$ cat config.mk
export PLATFORM = sky130hd
export DESIGN_NAME = sfe_dev_flat
export DESIGN_NICKNAME = d
export VERILOG_FILES = /design/src/sfe_pkg.sv /design/src/sfe_link_if.sv /design/src/sfe_sync.sv /design/src/sfe_dev.sv /design/src/flat_wrapper.sv
export SDC_FILE = /design/constraint.sdc
export NUM_CORES = 1
export LEC_CHECK = 0
export ABC_AREA = 0
export ABC_CLOCK_PERIOD_IN_PS = 7000
export BUFFER_PORTS_ARGS = -buffer_cell sky130_fd_sc_hd__buf_2
export CAP_MARGIN = 20
export CORE_ASPECT_RATIO = 0.6
export CORE_MARGIN = 10
export CORE_UTILIZATION = 50
export DETAILED_ROUTE_END_ITERATION = 6
export PLACE_DENSITY = 0.75
export SETUP_SLACK_MARGIN = 0.2
export SYNTH_ARGS = -nofsm -noshare
export SYNTH_HDL_FRONTEND = slang
export SYNTH_SLANG_ARGS = --single-unit
$ cat constraint.sdc
create_clock -name mclk -period 7 [get_ports mclk]
set_clock_uncertainty 0.2 [all_clocks]
set_input_delay 1.4 -clock mclk [delete_from_list [all_inputs] [get_ports mclk]]
set_output_delay 1.4 -clock mclk [all_outputs]
set_load 0.02 [all_outputs]
$ cat src/sfe_pkg.sv
package sfe_pkg;
   localparam int CLK_NS = 8;

   // instruction codes seen on the link
   localparam logic [7:0] OP_WRITE_UNLOCK = 8'h06;
   localparam logic [7:0] OP_SMALL_WIPE = 8'h20;
   localparam logic [7:0] OP_BLOCK_WIPE = 8'hd8;
   localparam logic [7:0] OP_ARRAY_WIPE = 8'hc7;
   localparam logic [7:0] OP_HALT_MODIFY = 8'h75;
   localparam logic [7:0] OP_RESUME = 8'h7a;
   localparam logic [7:0] OP_PROGRAM = 8'h02;

   // byte counts of complete frames
   localparam logic [2:0] LEN_OPCODE_ONLY = 3'h1;
   localparam logic [2:0] LEN_WITH_ADDR = 3'h4;
   localparam logic [2:0] LEN_MIN_PROGRAM = 3'h5;

   // address layout
   localparam int ADDR_W = 24;
   localparam int SECT_LSB = 16;
   localparam int SECT_W = 8;
   localparam logic [23:0] SUB_MASK = 24'hff_f000;
   localparam logic [23:0] SECT_MASK = 24'hff_0000;
   localparam logic [7:0] BOOT_SECTORS = 8'h08;
   localparam logic [8:0] NUM_SECTORS = 9'h100;

   // architecture variants
   localparam int ARCH_UNIFORM = 0;
   localparam int ARCH_BOOT_BOTTOM = 1;
   localparam int ARCH_BOOT_TOP = 2;

   // flag status byte
   localparam int FS_READY_BIT = 7;
   localparam int FS_SUSP_BIT = 2;

   // suspend latencies, least times rounded up
   localparam int SUSP_LAT_PROG_NS = 7000;
   localparam int SUSP_LAT_WIPE_NS = 15000;
   localparam int SUSP_LAT_PROG_CYC = (SUSP_LAT_PROG_NS + CLK_NS - 1) / CLK_NS;
   localparam int SUSP_LAT_WIPE_CYC = (SUSP_LAT_WIPE_NS + CLK_NS - 1) / CLK_NS;
   localparam int LAT_W = 11;

   // host-side guard before a suspend
   localparam int WIPE_TO_SUSP_NS = 40000;
   localparam int PROG_TO_SUSP_NS = 5000;
   localparam int WIPE_TO_SUSP_CYC = (WIPE_TO_SUSP_NS + CLK_NS - 1) / CLK_NS;
   localparam int PROG_TO_SUSP_CYC = (PROG_TO_SUSP_NS + CLK_NS - 1) / CLK_NS;
   localparam int GUARD_W = 16;

   localparam int TIMER_W = 24;
   localparam int LINK_HALF_CYC = 4;

   typedef enum logic [1:0] {
      CYC_IDLE = 2'b00,
      CYC_RUN = 2'b01,
      CYC_LAT = 2'b11
   } sfe_cyc_t;

   typedef enum logic [2:0] {
      K_NONE = 3'b000,
      K_SMALL = 3'b001,
      K_BLOCK = 3'b011,
      K_ARRAY = 3'b010,
      K_PROG = 3'b110
   } sfe_kind_t;

   typedef enum logic [2:0] {
      H_IDLE = 3'b000,
      H_LOW = 3'b001,
      H_HIGH = 3'b011,
      H_END = 3'b010,
      H_GAP = 3'b110
   } sfe_hst_t;
endpackage

$ cat src/sfe_link_if.sv
`timescale 1ns/1ns
interface sfe_link_if;
   logic csN;
   logic sclk;
   logic serialIn;

   modport host (
      output csN,
      output sclk,
      output serialIn
   );

   modport dev (
      input csN,
      input sclk,
      input serialIn
   );
endinterface

$ cat src/sfe_sync.sv
`timescale 1ns/1ns
module sfe_sync #(
   parameter int W = 1,
   parameter logic [W-1:0] RST_VAL = '0
) (
   input wire logic mclk,
   input wire logic srst,
   input wire logic [W-1:0] din,
   output logic [W-1:0] dout
);
   typedef struct packed {
      logic [W-1:0] meta;
      logic [W-1:0] stable;
   } sfe_sync_st_t;

   sfe_sync_st_t s_q;
   sfe_sync_st_t s_d;

   always_comb begin
      s_d.meta = din;
      s_d.stable = s_q.meta;
   end

   always_ff @(posedge mclk) begin
      if (srst) begin
         s_q <= {RST_VAL, RST_VAL};
      end else begin
         s_q <= s_d;
      end
   end

   assign dout = s_q.stable;
endmodule

$ cat src/sfe_dev.sv
`timescale 1ns/1ns
module sfe_dev #(
   parameter int BOOT_ARCH = sfe_pkg::ARCH_BOOT_BOTTOM,
   parameter int SMALL_WIPE_CYC = 40000,
   parameter int BLOCK_WIPE_CYC = 100000,
   parameter int ARRAY_WIPE_CYC = 1000000,
   parameter int PROG_CYC = 8000
) (
   input wire logic mclk,
   input wire logic srst,
   sfe_link_if.dev link,
   input wire logic [3:0] protectSizeBits,
   input wire logic protectRegionSide,
   input wire logic [255:0] lockedSectors,
   output logic wipeStart,
   output sfe_pkg::sfe_kind_t wipeKind,
   output logic [23:0] wipeAddr,
   output logic [7:0] progData,
   output logic cycleDone,
   output logic busyFlag,
   output logic writeLatchFlag,
   output logic [7:0] flagStatus,
   output logic [1:0] suspDepth
);
   typedef struct packed {
      logic csPrev;
      logic sclkPrev;
      logic [2:0] bitCnt;
      logic [6:0] shift;
      logic [2:0] byteCnt;
      logic [7:0] opcode;
      logic [23:0] addr;
      logic [7:0] data;
      sfe_pkg::sfe_cyc_t cyc;
      sfe_pkg::sfe_kind_t kind;
      logic [23:0] curAddr;
      logic [sfe_pkg::TIMER_W-1:0] timer;
      logic [sfe_pkg::LAT_W-1:0] latCnt;
      logic [1:0] depth;
      logic [1:0][2:0] stkKind;
      logic [1:0][23:0] stkAddr;
      logic [1:0][sfe_pkg::TIMER_W-1:0] stkTimer;
      logic write_latch_flag;
      logic suspFlag;
      logic start;
      logic done;
   } sfe_dev_st_t;

   sfe_dev_st_t s_q;
   sfe_dev_st_t s_d;

   logic csS;
   logic sclkS;
   logic sdiS;
   logic [7:0] sect;
   logic [8:0] protCnt;
   logic hwProt;
   logic swLock;
   logic inBoot;
   logic idle;
   logic progOk;
   logic [7:0] byteIn;

   // pins from the far clock pass two flops first
   sfe_sync #(
      .W(3),
      .RST_VAL(3'b100)
   ) u_sync (
      .mclk(mclk),
      .srst(srst),
      .din({link.csN, link.sclk, link.serialIn}),
      .dout({csS, sclkS, sdiS})
   );

   // any address in a block selects it
   assign sect = s_q.addr[sfe_pkg::SECT_LSB +: sfe_pkg::SECT_W];

   // protected span grows from chosen side
   assign protCnt = (protectSizeBits == 4'h0) ? 9'h000 :
      (protectSizeBits > 4'h8) ? sfe_pkg::NUM_SECTORS :
      9'(9'h001 << (protectSizeBits - 4'h1));
   assign hwProt = protectRegionSide ? ({1'b0, sect} < protCnt) :
      ({1'b0, sect} >= (sfe_pkg::NUM_SECTORS - protCnt));
   assign swLock = lockedSectors[sect];

   // boot sectors sit at bottom or top
   assign inBoot = (BOOT_ARCH == sfe_pkg::ARCH_BOOT_BOTTOM) ? (sect < sfe_pkg::BOOT_SECTORS) :
      (BOOT_ARCH == sfe_pkg::ARCH_BOOT_TOP) ?
      ({1'b0, sect} >= (sfe_pkg::NUM_SECTORS - {1'b0, sfe_pkg::BOOT_SECTORS})) : 1'b0;

   assign idle = (s_q.cyc == sfe_pkg::CYC_IDLE);

   // program allowed with nothing suspended, or outside the sector of one suspended block wipe
   assign progOk = (s_q.depth == 2'h0) ||
      ((s_q.depth == 2'h1) && (s_q.stkKind[0] == sfe_pkg::K_BLOCK) &&
      (s_q.stkAddr[0][sfe_pkg::SECT_LSB +: sfe_pkg::SECT_W] != sect));

   assign byteIn = {s_q.shift, sdiS};

   function automatic logic [sfe_pkg::TIMER_W-1:0] cycLen(input sfe_pkg::sfe_kind_t k);
      case (k)
         sfe_pkg::K_SMALL: cycLen = sfe_pkg::TIMER_W'(SMALL_WIPE_CYC - 1);
         sfe_pkg::K_BLOCK: cycLen = sfe_pkg::TIMER_W'(BLOCK_WIPE_CYC - 1);
         sfe_pkg::K_ARRAY: cycLen = sfe_pkg::TIMER_W'(ARRAY_WIPE_CYC - 1);
         default: cycLen = sfe_pkg::TIMER_W'(PROG_CYC - 1);
      endcase
   endfunction

   always_comb begin
      s_d = s_q;
      s_d.start = 1'b0;
      s_d.done = 1'b0;
      s_d.csPrev = csS;
      s_d.sclkPrev = sclkS;

      case (s_q.cyc)
         sfe_pkg::CYC_RUN: begin
            if (s_q.timer == '0) begin
               s_d.cyc = sfe_pkg::CYC_IDLE;
               s_d.kind = sfe_pkg::K_NONE;
               s_d.done = 1'b1;
            end else begin
               s_d.timer = s_q.timer - 1'b1;
            end
         end
         sfe_pkg::CYC_LAT: begin
            // ready only once latency has elapsed
            if (s_q.latCnt == '0) begin
               s_d.stkKind[s_q.depth[0]] = s_q.kind;
               s_d.stkAddr[s_q.depth[0]] = s_q.curAddr;
               s_d.stkTimer[s_q.depth[0]] = s_q.timer;
               s_d.depth = s_q.depth + 2'h1;
               s_d.cyc = sfe_pkg::CYC_IDLE;
               s_d.kind = sfe_pkg::K_NONE;
            end else begin
               s_d.latCnt = s_q.latCnt - 1'b1;
            end
         end
         default: begin
         end
      endcase

      // chip select fall restarts byte framing
      if (!csS && s_q.csPrev) begin
         s_d.bitCnt = 3'h0;
         s_d.byteCnt = 3'h0;
      end else if (!csS && sclkS && !s_q.sclkPrev) begin
         s_d.shift = byteIn[6:0];
         s_d.bitCnt = s_q.bitCnt + 3'h1;
         if (s_q.bitCnt == 3'h7) begin
            if (s_q.byteCnt != 3'h7) begin
               s_d.byteCnt = s_q.byteCnt + 3'h1;
            end
            if (s_q.byteCnt == 3'h0) begin
               s_d.opcode = byteIn;
            end else if (s_q.byteCnt < sfe_pkg::LEN_WITH_ADDR) begin
               s_d.addr = {s_q.addr[15:0], byteIn};
            end else begin
               s_d.data = byteIn;
            end
         end
      end else if (csS && !s_q.csPrev && (s_q.bitCnt == 3'h0)) begin
         // byte count checked at chip select rise, exact except program's minimum
         case (s_q.opcode)
            sfe_pkg::OP_WRITE_UNLOCK: begin
               if (s_q.byteCnt == sfe_pkg::LEN_OPCODE_ONLY) begin
                  s_d.write_latch_flag = 1'b1;
               end
            end
            sfe_pkg::OP_SMALL_WIPE: begin
               if (s_q.byteCnt == sfe_pkg::LEN_WITH_ADDR && s_q.write_latch_flag && idle &&
                     s_q.depth == 2'h0 && inBoot && !hwProt && !swLock) begin
                  s_d.cyc = sfe_pkg::CYC_RUN;
                  s_d.kind = sfe_pkg::K_SMALL;
                  s_d.curAddr = s_q.addr & sfe_pkg::SUB_MASK;
                  s_d.timer = cycLen(sfe_pkg::K_SMALL);
                  s_d.write_latch_flag = 1'b0;
                  s_d.start = 1'b1;
               end
            end
            sfe_pkg::OP_BLOCK_WIPE: begin
               if (s_q.byteCnt == sfe_pkg::LEN_WITH_ADDR && s_q.write_latch_flag && idle &&
                     s_q.depth == 2'h0 && !hwProt) begin
                  s_d.cyc = sfe_pkg::CYC_RUN;
                  s_d.kind = sfe_pkg::K_BLOCK;
                  s_d.curAddr = s_q.addr & sfe_pkg::SECT_MASK;
                  s_d.timer = cycLen(sfe_pkg::K_BLOCK);
                  s_d.write_latch_flag = 1'b0;
                  s_d.start = 1'b1;
               end
            end
            sfe_pkg::OP_ARRAY_WIPE: begin
               // opcode alone, all size bits clear
               if (s_q.byteCnt == sfe_pkg::LEN_OPCODE_ONLY && s_q.write_latch_flag && idle &&
                     s_q.depth == 2'h0 && protectSizeBits == 4'h0) begin
                  s_d.cyc = sfe_pkg::CYC_RUN;
                  s_d.kind = sfe_pkg::K_ARRAY;
                  s_d.curAddr = 24'h00_0000;
                  s_d.timer = cycLen(sfe_pkg::K_ARRAY);
                  s_d.write_latch_flag = 1'b0;
                  s_d.start = 1'b1;
               end
            end
            sfe_pkg::OP_PROGRAM: begin
               if (s_q.byteCnt >= sfe_pkg::LEN_MIN_PROGRAM && s_q.write_latch_flag && idle &&
                     progOk && !hwProt && !swLock) begin
                  s_d.cyc = sfe_pkg::CYC_RUN;
                  s_d.kind = sfe_pkg::K_PROG;
                  s_d.curAddr = s_q.addr;
                  s_d.timer = cycLen(sfe_pkg::K_PROG);
                  s_d.write_latch_flag = 1'b0;
                  s_d.start = 1'b1;
               end
            end
            sfe_pkg::OP_HALT_MODIFY: begin
               // suspendable kinds, at most two deep
               if (s_q.byteCnt == sfe_pkg::LEN_OPCODE_ONLY && s_q.cyc == sfe_pkg::CYC_RUN &&
                     s_q.timer != '0 && s_q.depth != 2'h2 &&
                     (s_q.kind == sfe_pkg::K_SMALL || s_q.kind == sfe_pkg::K_BLOCK ||
                     s_q.kind == sfe_pkg::K_PROG)) begin
                  // flag set now, latency by kind
                  s_d.cyc = sfe_pkg::CYC_LAT;
                  s_d.suspFlag = 1'b1;
                  s_d.latCnt = (s_q.kind == sfe_pkg::K_PROG) ?
                     sfe_pkg::LAT_W'(sfe_pkg::SUSP_LAT_PROG_CYC - 1) :
                     sfe_pkg::LAT_W'(sfe_pkg::SUSP_LAT_WIPE_CYC - 1);
               end
            end
            sfe_pkg::OP_RESUME: begin
               if (s_q.byteCnt == sfe_pkg::LEN_OPCODE_ONLY && idle && s_q.depth != 2'h0) begin
                  s_d.cyc = sfe_pkg::CYC_RUN;
                  // depth 2 pops entry 1, depth 1 pops entry 0
                  s_d.kind = sfe_pkg::sfe_kind_t'(s_q.stkKind[s_q.depth[1]]);
                  s_d.curAddr = s_q.stkAddr[s_q.depth[1]];
                  s_d.timer = s_q.stkTimer[s_q.depth[1]];
                  s_d.depth = s_q.depth - 2'h1;
                  s_d.suspFlag = (s_q.depth == 2'h2);
               end
            end
            default: begin
            end
         endcase
      end
   end

   // reset stands in for power removal
   always_ff @(posedge mclk) begin
      if (srst) begin
         s_q <= '0;
         s_q.csPrev <= 1'b1;
      end else begin
         s_q <= s_d;
      end
   end

   assign wipeStart = s_q.start;
   assign wipeKind = s_q.kind;
   assign wipeAddr = s_q.curAddr;
   assign progData = s_q.data;
   assign cycleDone = s_q.done;
   // busy for the whole running cycle
   assign busyFlag = (s_q.cyc != sfe_pkg::CYC_IDLE);
   assign writeLatchFlag = s_q.write_latch_flag;
   assign suspDepth = s_q.depth;

   always_comb begin
      flagStatus = 8'h00;
      flagStatus[sfe_pkg::FS_READY_BIT] = (s_q.cyc == sfe_pkg::CYC_IDLE);
      flagStatus[sfe_pkg::FS_SUSP_BIT] = s_q.suspFlag;
   end
endmodule

$ cat src/flat_wrapper.sv
// flat-port wrapper written by rule: the top's interface ports become plain ports
module sfe_dev_flat 
#(
   parameter int BOOT_ARCH = sfe_pkg::ARCH_BOOT_BOTTOM,
   parameter int SMALL_WIPE_CYC = 40000,
   parameter int BLOCK_WIPE_CYC = 100000,
   parameter int ARRAY_WIPE_CYC = 1000000,
   parameter int PROG_CYC = 8000
)
  (mclk, srst, protectSizeBits, protectRegionSide, lockedSectors, wipeStart, wipeKind, wipeAddr, progData, cycleDone, busyFlag, writeLatchFlag, flagStatus, suspDepth, link_csN, link_sclk, link_serialIn);
  sfe_link_if link_i ();
  input wire logic mclk;
  input wire logic srst;
  input wire logic [3:0] protectSizeBits;
  input wire logic protectRegionSide;
  input wire logic [255:0] lockedSectors;
  output logic wipeStart;
  output sfe_pkg::sfe_kind_t wipeKind;
  output logic [23:0] wipeAddr;
  output logic [7:0] progData;
  output logic cycleDone;
  output logic busyFlag;
  output logic writeLatchFlag;
  output logic [7:0] flagStatus;
  output logic [1:0] suspDepth;
  input wire logic [$bits(link_i.csN)-1:0] link_csN;
  input wire logic [$bits(link_i.sclk)-1:0] link_sclk;
  input wire logic [$bits(link_i.serialIn)-1:0] link_serialIn;
  assign link_i.csN = link_csN;
  assign link_i.sclk = link_sclk;
  assign link_i.serialIn = link_serialIn;
  sfe_dev #(.BOOT_ARCH(BOOT_ARCH), .SMALL_WIPE_CYC(SMALL_WIPE_CYC), .BLOCK_WIPE_CYC(BLOCK_WIPE_CYC), .ARRAY_WIPE_CYC(ARRAY_WIPE_CYC), .PROG_CYC(PROG_CYC)) u_core (.mclk(mclk), .srst(srst), .link(link_i), .protectSizeBits(protectSizeBits), .protectRegionSide(protectRegionSide), .lockedSectors(lockedSectors), .wipeStart(wipeStart), .wipeKind(wipeKind), .wipeAddr(wipeAddr), .progData(progData), .cycleDone(cycleDone), .busyFlag(busyFlag), .writeLatchFlag(writeLatchFlag), .flagStatus(flagStatus), .suspDepth(suspDepth));
endmodule
Word-level counts from Yosys, hierarchy flattened
Cells that the tools add are included.
- input port bits: 266
- word-level logic and storage cells: 199
- register bits: 233
- bitwise operators: 6
- eq/ne operators: 28
- reductions and logical operators: 63
- mux-type cells: 57
- magnitude comparators: 10
- add/sub/neg operators: 8
- shift operators: 1
- operators by type and width (operator ; number):
    53-bit 2-to-1 mux ; 5
    51-bit one-hot mux with 5 select lines ; 1
    66-bit 2-to-1 mux ; 3
    24-bit 2-to-1 mux ; 7
    115-bit 2-to-1 mux ; 1
    104-bit 2-to-1 mux ; 1
    48-bit bitwise mux ; 2
    11-bit 2-to-1 mux ; 4
    1-bit logical AND ; 30
    24-bit demux with 1-bit select ; 1
    24-bit logical NOT ; 1
    24-bit nonzero test ; 1
    24-bit by 1-bit subtractor with 24-bit output (second input constant) ; 1
    9-bit 2-to-1 mux ; 2
    9-bit AND reduction ; 2
    8-bit by 7-bit equality test with 1-bit output (second input constant) ; 2
    8-bit equality test (second input constant) ; 2
    1-bit 2-to-1 mux ; 14
    2-bit by 1-bit != test with 1-bit output (second input constant) ; 7
    2-bit one-hot mux with 6 select lines ; 1
    11-bit logical NOT ; 1
    11-bit by 1-bit subtractor with 11-bit output (second input constant) ; 1
    5-bit 2-to-1 mux ; 2
    5-bit one-hot mux with 2 select lines ; 1
    49 further kinds ; 80

Logic depth before layout (Yosys ltp)
Gate-level depths: netlist of the first run.
- word-level depth: 15
- mapped depth: 18

Cells and area by module
A second synthesis of the first run with hierarchy kept.
- cells, all modules: 1653
- area total of the unflattened synthesis: 13606.8 µm²
- modules (own cells, without submodules) (module ; instances ; area an instance (µm²) ; cells an instance):
    sfe_dev ; 1 ; 13449.1 ; 1641
    sfe_sync ; 1 ; 157.7 ; 12

Least setup slack after synthesis of the first run
No wires, ideal clock.
- path kind: input-to-reg
- from: in protectSizeBits[0]
- to: reg u_core.s_q[132] (netlist name)
- data arrival time: 4597 ps
- stages: 18
- setup slack: 2087 ps
- data required time: 6683 ps
- cells stage by stage: clkbuf_1 -> inv_1 -> nor2_1 -> nand2_1 -> ha_1 -> nor3b_1 -> a21oi_1 -> ha_1 -> a21oi_1 -> o211ai_1 -> a21oi_1 -> o32ai_1 -> nor2_1 -> nand4_1 -> a211oi_2 -> a21oi_1 -> buf_2 -> a22o_1
- word-level cells in the longest chain between the ends: 15
- elaborated cells between the ends (all ways): 25
- ends and longest elaborated chain (item ; RTL line ; source):
    start: declaration ; flat_wrapper.sv:14 ; input wire logic [3:0] protectSizeBits;
    4-bit by 1-bit subtractor with 4-bit output ; sfe_dev.sv:81 ; 9'(9'h001 << (protectSizeBits - 4'h1));
    1-bit by 4-bit << shifter with 9-bit output ; sfe_dev.sv:81 ;
    9-bit 2-to-1 mux ; sfe_dev.sv:80 ; (protectSizeBits > 4'h8) ? sfe_pkg::NUM_SECTORS :
    9-bit 2-to-1 mux ; sfe_dev.sv:79 ; assign protCnt = (protectSizeBits == 4'h0) ? 9'h000 :
    9-bit subtractor ; sfe_dev.sv:83 ; ({1'b0, sect} >= (sfe_pkg::NUM_SECTORS - protCnt));
    8-bit by 9-bit greater-or-equal comparator with 1-bit output ; sfe_dev.sv:83 ;
    1-bit 2-to-1 mux ; sfe_dev.sv:82 ; assign hwProt = protectRegionSide ? ({1'b0, sect} < protCnt) :
    1-bit logical NOT ; sfe_dev.sv:172, sfe_dev.sv:183, sfe_dev.sv:206 ;
    1-bit logical AND (on tied branches) (2 in a row) ; sfe_dev.sv:206, sfe_dev.sv:172 ;
    53-bit 2-to-1 mux (on tied branches) ; sfe_dev.sv:205, sfe_dev.sv:171 ;
    51-bit one-hot mux with 5 select lines * ; sfe_dev.sv:164 ; case (s_q.opcode)
    66-bit 2-to-1 mux * ; sfe_dev.sv:162 ; end else if (csS && !s_q.csPrev && (s_q.bitCnt == 3'h0)) begin
    66-bit 2-to-1 mux * ; sfe_dev.sv:147 ; end else if (!csS && sclkS && !s_q.sclkPrev) begin
    66-bit 2-to-1 mux * ; sfe_dev.sv:144 ; if (!csS && s_q.csPrev) begin
    end: declaration ; sfe_dev.sv:49 ; sfe_dev_st_t s_q;
Mark *: on every way between the ends. The rest lies on a longest branch, timed or not. The select of a mux whose other input is x is not followed.
A chain may end at the register's enable or synchronous reset.

Worst setup path in the final report of the first run
- from: in protectSizeBits[0]
- to: reg u_core.s_q, in the netlist u_core.wipeAddr[4]
- word-level cells in the longest chain between the ends: 12
- elaborated cells between the ends (all ways): 22
- ends and longest elaborated chain (item ; RTL line):
    4-bit by 1-bit subtractor with 4-bit output ; sfe_dev.sv:81
    1-bit by 4-bit << shifter with 9-bit output ; sfe_dev.sv:81
    9-bit 2-to-1 mux ; sfe_dev.sv:80
    9-bit 2-to-1 mux ; sfe_dev.sv:79
    9-bit subtractor ; sfe_dev.sv:83
    8-bit by 9-bit greater-or-equal comparator with 1-bit output ; sfe_dev.sv:83
    1-bit 2-to-1 mux ; sfe_dev.sv:82
    1-bit logical NOT ; sfe_dev.sv:172, sfe_dev.sv:183, sfe_dev.sv:206
    1-bit logical AND (on tied branches) (2 in a row) ; sfe_dev.sv:206, sfe_dev.sv:172
    2-bit by 1-bit != test with 1-bit output (no source line) ; n/a
    9-bit AND reduction (no source line) * ; n/a
Mark *: on every way between the ends. The rest lies on a longest branch, timed or not.

==> results.ini, run 1 <==
[grt]
grt_pass1_vias = 12900
grt.total_usage_pct = 28.5
grt_max_degree = 88
grt_pass1_wl_um = 78000
gr-total-overflow = 0
antenna_found_initial = 2

[timing]
finalHoldViolCount = 0
rsz0062_at_grt = no
relSlewSlack_pct = 26.3
worst_slack_ns = 1.73
period_share_pct = 75.2
finalMaxSlewViolations = 0
fin_crit_ns = 5.27
totalNegativeSetupSlack_ns = 0
worst_pin_slew_ns = 1.09
max_freq_ghz = 0.190
setup_viol = 0

[clock_tree]
clkTransAtPathRegs_ns = 0.07
cts_tree = yes
h-tree-depth = 1
holdBufCountCts = 0
cts_setup_buffers = 0
clk_latency_ns = 0.53
clockBufferDepth = 3
clock_sinks = 233
cts-resized-gates = 0
root_buffer = clkbuf_16
cts_inserted_buffers = 21

[critical_path]
ff2ff_path_depth = 12
worst-path-max-fanout = 10
crit_top_cell = a21oi_1
path_buf_inv = 2
r2r_start = u_core.s_q[196]
required_ns = 7.23
cp.depth = 17
crit_path_end = u_core.wipeAddr[4]
crit_family = compound AO/OA/AOI/OAI gates
rrSetupSlack_ns = 2.11
cpMaxStageDelayCell = o41ai_2
crit_chain = buf_2, inv_1, nor2_1, nand2_1, ha_1, nor3b_1, a21oi_1, ha_1, a21oi_1, o211ai_1, a21oi_1, o32ai_1, nor2_1, nand2_1, o41ai_2, a21oi_1, a221oi_1
slowest_delay_ns = 0.97
cp.arrival_ns = 5.49
crit_type = in2reg
cp-end-kind = flop
worstReg2RegEnd = u_core.wipeAddr[4]
crit_start = protectSizeBits[0]
setup.worst_path.start_class = primary input

[logic_synthesis]
synth_async_sr_flop_share_pct = 0
ys_types = 77
syn_area_um2 = 13700
yosysWarnings = 0
synth-compound-area-share_pct = 16.6
synthAdderAreaFrac_pct = 2.65
synth-simple-area-share_pct = 21.6
ys_seq_area_share_pct = 34.0
yosys.area_share.xor_xnor_pct = 2.62
synthMuxAreaShare_pct = 15.7
ys.flop_type = dfxtp_1
synth.avg_cell_area_um2 = 8.13
ys_ff_latch = 233
synth_top_family_by_area = simple AND/OR/NAND/NOR gates
postSynthCellCount = 1686
synth_edf_count = 0

[finish]
fillers = 2479
nNetsFinal = 2188
drive_gt1_share_pct = 23.4
layout_commonest_cell = nand2_1
multi_input_area_um2 = 8150
area_growth_pct = 15.4
fin_cells = 2269
seq_area_um2 = 4670
final_cell_mix = nand2_1, buf_2, dfxtp_1

[placed_design]
dp_hpwl_um = 39600
pre_cts_slack_ns = 1.38
gp_congestion = 1.05
numPortBuffers = 308
dp_cells = 2229

[routing]
ant_nets = 0
drc = 0
wirelength_um = 51400
wl_per_cell_um = 22.7
via_per_inst = 5.98
dr.pass1.iters = 6
vias = 13600
drt_iter0_markers = 1448

[floorplanning]
design.die.area_um2 = 34700
die_w_um = 234
start_util_pct = 51.3
core_um2 = 26700
die_h_um = 148
fp-row-count = 46
ioPinCount = 315

[flow_run]
drv_cap = 0

[power]
irDropWorstVdd_mv = 0.173
powerDensity_nw_per_um2 = 171
p_leak_nw = 5.96

[run_status]
outcome = finished clean

[hold_path]
hp-class = reg2reg
worstHoldStart = u_core.u_sync.s_d[2]

cell families (layout without fill, tap and decap cells):
kind of cell,count (synthesis),in the layout
flip-flops,233,233
AND/OR/NAND/NOR,668,668
XOR/XNOR,41,41
other,1,8
AO/OA/AOI/OAI,364,364
multiplexers,163,163
adder cells (fa/ha/maj),29,29
buffers and inverters,187,403
layout make-up:
cell class,instances,area share (%)
multi-input cells,1271,51.5
diodes,2,0.0316
well taps,360,2.85
flip-flops and latches,233,29.5
inverters,34,0.806
repair buffers,332,10.9
clock inverters,10,0.712
clock buffers,27,3.65
synthesized netlist by cell type, drive strengths merged (16+ instances only):
cell / n / area [µm²]
a21oi: 198 / 991
xor2: 24 / 210
xnor2: 17 / 149
nor2: 126 / 473
buf: 74 / 510
inv: 34 / 128
nand3: 36 / 180
dfxtp: 233 / 4660
ha: 29 / 363
clkbuf: 79 / 298
nor2b: 21 / 131
mux2i: 110 / 1100
nand2: 355 / 1330
mux4: 40 / 901
o21ai: 37 / 204
nand2b: 16 / 100
a22oi: 16 / 120
nor3: 27 / 135
or3: 18 / 118
worst min path at each step:
| stage | endpoint | cells past startpoint |
|---|---|---|
| after floorplan | u_core.u_sync.dout[2] | 1 |
| after global placement | u_core.u_sync.dout[2] | 1 |
| after detailed placement | u_core.u_sync.dout[2] | 1 |
| after CTS | u_core.u_sync.dout[2] | 1 |
| after global routing | u_core.u_sync.dout[2] | 1 |
| final | u_core.u_sync.dout[2] | 1 |
through the flow:
| step | power (mW) | cell area (µm²) | hold slack (ns) | utilization (%) |
|---|---|---|---|---|
| after global placement | 1.53 | 15100 | 0.200 | 56.6 |
| after CTS | 2.71 | 15800 | 0.224 | 59.2 |
| final | 2.70 | 15800 | 0.224 | 59.3 |
| after floorplan | 1.44 | 13700 | 0.189 | - |
| after detailed placement | 1.53 | 15100 | 0.207 | 56.6 |
| after global routing | 2.78 | 15800 | 0.242 | 59.3 |
power by group:
group / switching (mW) / total (mW) / internal (mW)
logic: 0.0933 / 0.182 / 0.0882
clock network: 0.531 / 1.19 / 0.663
registers: 0.00124 / 1.33 / 1.33
total: 0.626 / 2.70 / 2.08
routing by layer:
layer,global-route usage [%],part of all wire [%],wire (µm)
met5,0,0,0
met4,4.43,1.5,768
met3,7.62,11,5450
met2,41.5,43,21900
met1,41.8,45,23300
No activity file was read; power rests on OpenSTA's default activity.
==> run 2, diff against run 1 <==
--- a/config.mk
+++ b/config.mk
@@ -6,14 +6,14 @@
 export NUM_CORES = 1
 export LEC_CHECK = 0
 export ABC_AREA = 0
-export ABC_CLOCK_PERIOD_IN_PS = 7000
+export ABC_CLOCK_PERIOD_IN_PS = 4620
 export BUFFER_PORTS_ARGS = -buffer_cell sky130_fd_sc_hd__buf_2
 export CAP_MARGIN = 20
 export CORE_ASPECT_RATIO = 0.6
 export CORE_MARGIN = 10
 export CORE_UTILIZATION = 50
 export DETAILED_ROUTE_END_ITERATION = 6
-export PLACE_DENSITY = 0.75
+export PLACE_DENSITY = 0.78
 export SETUP_SLACK_MARGIN = 0.2
 export SYNTH_ARGS = -nofsm -noshare
 export SYNTH_HDL_FRONTEND = slang
==> constraint.sdc (replaced) <==
create_clock -name mclk -period 4.62 [get_ports mclk]
set_clock_uncertainty 0.2 [all_clocks]
set_input_delay 0.924 -clock mclk [delete_from_list [all_inputs] [get_ports mclk]]
set_output_delay 0.924 -clock mclk [all_outputs]
set_load 0.02 [all_outputs]
==> results.ini, run 2 (synthesis gave the netlist of run 1 again) <==
[run_status]
outcome = finished clean

[critical_path]
crit_chain = buf_12, mux4_2, a22o_1, o21ai_0, nand4_1, a41oi_2, a41oi_4, o21a_4, nor3_1, buf_4, a221oi_1
path_buf_inv = 2
required_ns = 4.79
crit_family = compound AO/OA/AOI/OAI gates
ff2ff_path_depth = 11
slowest_delay_ns = 0.70
worstReg2RegEnd = u_core.wipeAddr[9]
crit_type = reg2reg
cpMaxStageDelayCell = dfxtp_2
worst-path-max-fanout = 22
r2r_start = u_core.s_q[196]
setup.worst_path.start_class = flop
cp.arrival_ns = 4.35
rrSetupSlack_ns = 0.45
cp-end-kind = flop

[placed_design]
pre_cts_slack_ns = -0.00109
numPortBuffers = 308
dp_hpwl_um = 39400
gp_congestion = 1.12
placed_area_um2 = 15400
dp_cells = 2263

[finish]
fin_area_um2 = 16100
layout_commonest_cell = nand2_1
final_cell_mix = nand2_1, buf_2, dfxtp_1
area_growth_pct = 17.6
antenna_cells = 0
nNetsFinal = 2221
drive_gt1_share_pct = 24.9
fin_cells = 2300

[grt]
grt_max_degree = 128
gr-total-overflow = 0
grt_pass1_vias = 13200
grt_pass1_wl_um = 77500
antenna_found_initial = 3
grt.total_usage_pct = 28.1

[timing]
finalMaxSlewViolations = 0
fin_crit_ns = 4.17
totalNegativeSetupSlack_ns = 0
relSlewSlack_pct = 38.3
setup_viol = 0
worst_slack_ns = 0.447
worst_pin_slew_ns = 0.926
rsz0062_at_grt = no
period_share_pct = 90.3
max_freq_ghz = 0.240
finalHoldViolCount = 0

[floorplanning]
fp-row-count = 46
start_util_pct = 51.3
die_w_um = 234
ioPinCount = 315
design.die.area_um2 = 34700
core_um2 = 26700
die_h_um = 148

[clock_tree]
clock_sinks = 233
clockBufferDepth = 3
cts_setup_buffers = 0
h-tree-depth = 1
root_buffer = clkbuf_16
cts_tree = yes
clk_latency_ns = 0.53
clkTransAtPathRegs_ns = 0.07
cts_inserted_buffers = 21

[hold_path]
hp-class = reg2reg
hold_depth = 1
worstHoldStart = u_core.u_sync.s_d[2]
worstHoldEndpoint = u_core.u_sync.dout[2]

[flow_run]
drv_cap = 0

[routing]
ant_nets = 0
drc = 0
via_per_inst = 5.98
wl_per_cell_um = 22.1
vias = 13800
drt_iter0_markers = 1459
dr.pass1.iters = 6
wirelength_um = 50700

[power]
powerDensity_nw_per_um2 = 258
p_leak_nw = 6.15
irDropWorstVdd_mv = 0.291
total_power_mw = 4.16

## run 2: cell count changes in the layout (fill, tap and decap cells not counted), sizes merged
cell      delta
buf         +33
clkinv       +2
clkinvlp     -2
diode        -2
bufinv       +1
inv          -1
## run 2: metal layers
metal  share of wire, %  global-route usage [%]  up-vias
li1                   -                       -     6388
met1                 46                    41.4     6715
met2                 43                    41.6      602
met3                9.7                    6.67       58
met4                1.2                    3.63        0
met5                  0                       0        -
## run 2: worst max-delay path by stage
stage | start | end | slack [ns] | cells after the start
after floorplan | protectSizeBits[0] | u_core.s_q[132] | 0.20 | 18
after global placement | protectSizeBits[2] | u_core.wipeAddr[2] | 0.09 | 17
after detailed placement | protectSizeBits[2] | u_core.wipeAddr[0] | -0.001 | 17
after CTS | protectSizeBits[2] | u_core.wipeAddr[0] | 0.51 | 17
after global routing | protectSizeBits[2] | u_core.wipeAddr[9] | 0.22 | 17
final | u_core.s_q[196] | u_core.wipeAddr[9] | 0.45 | 11
## run 2: worst reg2reg max path, stage by stage (launching register included)
cell and delay [ns]:
dfxtp_2 0.70, buf_12 0.28, mux4_2 0.54, a22o_1 0.24
o21ai_0 0.31, nand4_1 0.21, a41oi_2 0.35, a41oi_4 0.13
o21a_4 0.34, nor3_1 0.36, buf_4 0.27, a221oi_1 0.11
## run 2: per-stage QoR
step	hold slack, ns	utilization (%)
4_1_cts	0.223	60.4
3_3_place_gp	0.198	57.7
2_1_floorplan	0.189	-
6_report	0.220	60.4
3_5_place_dp	0.208	57.7
5_1_grt	0.243	60.4
## run 2: power by group
group | total, mW | internal (mW) | switching [mW]
clock network | 1.86 | 1.06 | 0.806
registers | 2.01 | 2.01 | 0.00176
logic | 0.282 | 0.140 | 0.142
total | 4.16 | 3.21 | 0.950
## run 2: area by class of cell
type	count	area, µm²
inverters	34	128
well taps	360	450
clock buffers	27	578
clock inverters	10	136
fillers	2400	10600
flip-flops and latches	233	4670
repair buffers	365	2000
multi-input cells	1271	8160
## run 2: what timing repair did
item                                    CTS  global route
endpoints found under the setup margin    0            11
hold buffers                              0             0
gates resized for setup                   0             2
==> run 3, diff against run 2 <==
--- a/config.mk
+++ b/config.mk
@@ -7,13 +7,13 @@
 export LEC_CHECK = 0
 export ABC_AREA = 0
 export ABC_CLOCK_PERIOD_IN_PS = 4620
-export BUFFER_PORTS_ARGS = -buffer_cell sky130_fd_sc_hd__buf_2
 export CAP_MARGIN = 20
 export CORE_ASPECT_RATIO = 0.6
 export CORE_MARGIN = 10
 export CORE_UTILIZATION = 50
 export DETAILED_ROUTE_END_ITERATION = 6
-export PLACE_DENSITY = 0.78
+export DONT_BUFFER_PORTS = 1
+export PLACE_DENSITY = 0.68
 export SETUP_SLACK_MARGIN = 0.2
 export SYNTH_ARGS = -nofsm -noshare
 export SYNTH_HDL_FRONTEND = slang
==> results.ini, run 3 (synthesis gave the netlist of run 1 again) <==
[finish]
final_cell_mix = nand2_1, dfxtp_1, a21oi_1
drive_gt1_share_pct = 9.70
fin_cells = 1980
nNetsFinal = 1900
fin_area_um2 = 14400
layout_commonest_cell = nand2_1
area_growth_pct = 4.90

[grt]
gr-total-overflow = 0
grt_pass1_wl_um = 71300
grt_max_degree = 218
grt_pass1_vias = 11400
antenna_found_initial = 6
grt.total_usage_pct = 26.1

[routing]
drt_iter0_markers = 1367
via_per_inst = 6.22
ant_nets = 0
dr.pass1.iters = 6
vias = 12300
drc = 0
wirelength_um = 47000
wl_per_cell_um = 23.8

[hold_path]
worstHoldStart = u_core.u_sync.s_d[2]
hp-class = reg2reg
hold_depth = 1
worstHoldEndpoint = u_core.u_sync.dout[2]

[clock_tree]
clockBufferDepth = 3
clock_sinks = 233
cts_inserted_buffers = 21
clk_latency_ns = 0.53
cts_tree = yes
holdBufCountCts = 0
h-tree-depth = 1
root_buffer = clkbuf_16
clkTransAtPathRegs_ns = 0.07

[critical_path]
ff2ff_path_depth = 11
crit_family = simple AND/OR/NAND/NOR gates
slowest_delay_ns = 0.37
r2r_start = u_core.s_q[197]
crit_top_cell = a21oi_1
cp.arrival_ns = 4.37
worstReg2RegEnd = u_core.wipeAddr[6]
path_buf_inv = 2
cpMaxStageDelayCell = nor3_1
rrSetupSlack_ns = 0.62
cp-end-kind = flop
required_ns = 4.82
setup.worst_path.start_class = primary input
crit_type = in2reg
crit_chain = inv_1, nor2_1, nand2_1, ha_1, nor3b_1, a21oi_1, ha_1, a21oi_1, o211ai_1, a21oi_1, o32ai_1, nor2_1, nand2_1, o21a_4, nor3_1, buf_4, a221oi_1
worst-path-max-fanout = 12

[floorplanning]
design.die.area_um2 = 34700
die_h_um = 148
fp-row-count = 46
start_util_pct = 51.3
ioPinCount = 315
die_w_um = 234
core_um2 = 26700

[placed_design]
gp_congestion = 1.00
numPortBuffers = 0
dp_hpwl_um = 35900
dp_cells = 1942
placed_area_um2 = 13800

[timing]
finalMaxSlewViolations = 0
finalHoldViolCount = 0
fin_crit_ns = 4.17
max_freq_ghz = 0.240
worst_pin_slew_ns = 1.08
relSlewSlack_pct = 27.9
rsz0062_at_grt = no
period_share_pct = 90.3
setup_viol = 0

[power]
irDropWorstVdd_mv = 0.291
powerDensity_nw_per_um2 = 265
p_leak_nw = 4.75

[run_status]
outcome = finished clean

[flow_run]
drv_cap = 0

## run 3: cell count changes in the layout (fill, tap and decap cells not counted), sizes merged
cell / before / now
bufinv: 3 / 0
buf: 365 / 44
clkinvlp: 0 / 1
clkbuf: 27 / 31
clkinv: 6 / 3
diode: 0 / 2
## run 3: per-layer routing
layer | GRT usage, % | vias to the layer above | routed length [µm] | part of all wire [%]
li1 | - | 5750 | - | -
met1 | 39.3 | 5967 | 22100 | 47
met2 | 35.6 | 544 | 18900 | 40
met3 | 8.91 | 48 | 5520 | 12
met4 | 2.73 | 8 | 441 | 0.94
met5 | 0 | - | 55 | 0.12
## run 3: worst max-delay path by stage
stage	startpoint	endpoint	slack (ns)	cells after the start
6_report	protectSizeBits[0]	u_core.wipeAddr[6]	0.45	17
5_1_grt	protectSizeBits[0]	u_core.wipeAddr[6]	0.21	17
4_1_cts	protectSizeBits[0]	u_core.wipeAddr[5]	0.49	17
3_5_place_dp	protectSizeBits[0]	u_core.wipeAddr[5]	-0.04	17
3_3_place_gp	protectSizeBits[0]	u_core.wipeAddr[7]	-0.02	17
2_1_floorplan	protectSizeBits[0]	u_core.s_q[132]	0.20	18
## run 3: stage by stage
step                      setup TNS [ns]  setup WS [ns]  hold WS (ns)  utilization (%)  total power [mW]
after global placement            -0.210        -0.0199         0.196             51.5              2.17
after global routing                   0          0.211         0.234             53.8              3.93
after detailed placement          -0.108        -0.0438         0.203             51.5              2.17
final                                  0          0.446         0.215             53.9              3.81
after CTS                              0          0.488         0.218             53.8              3.83
after floorplan                        0          0.205         0.189                -              2.17
## run 3: power breakdown
group	internal, mW	switching (mW)	total, mW
logic	0.0580	0.0610	0.119
registers	2.01	0.00201	2.01
clock network	0.892	0.786	1.68
## run 3: final cells by class
class | instances | area, µm²
clock buffer | 31 | 593
timing repair buffer | 44 | 343
antenna | 2 | 5.00
sequential | 233 | 4680
clock inverter | 5 | 31.3
tap | 360 | 450
inverter | 34 | 128
fill | 2470 | 12300
multi-input combinational | 1271 | 8160
## run 3: what timing repair did
action                                  in CTS  in global routing
buffers inserted                             0                  0
endpoints found under the setup margin       0                  4
gates resized for setup                      0                  1
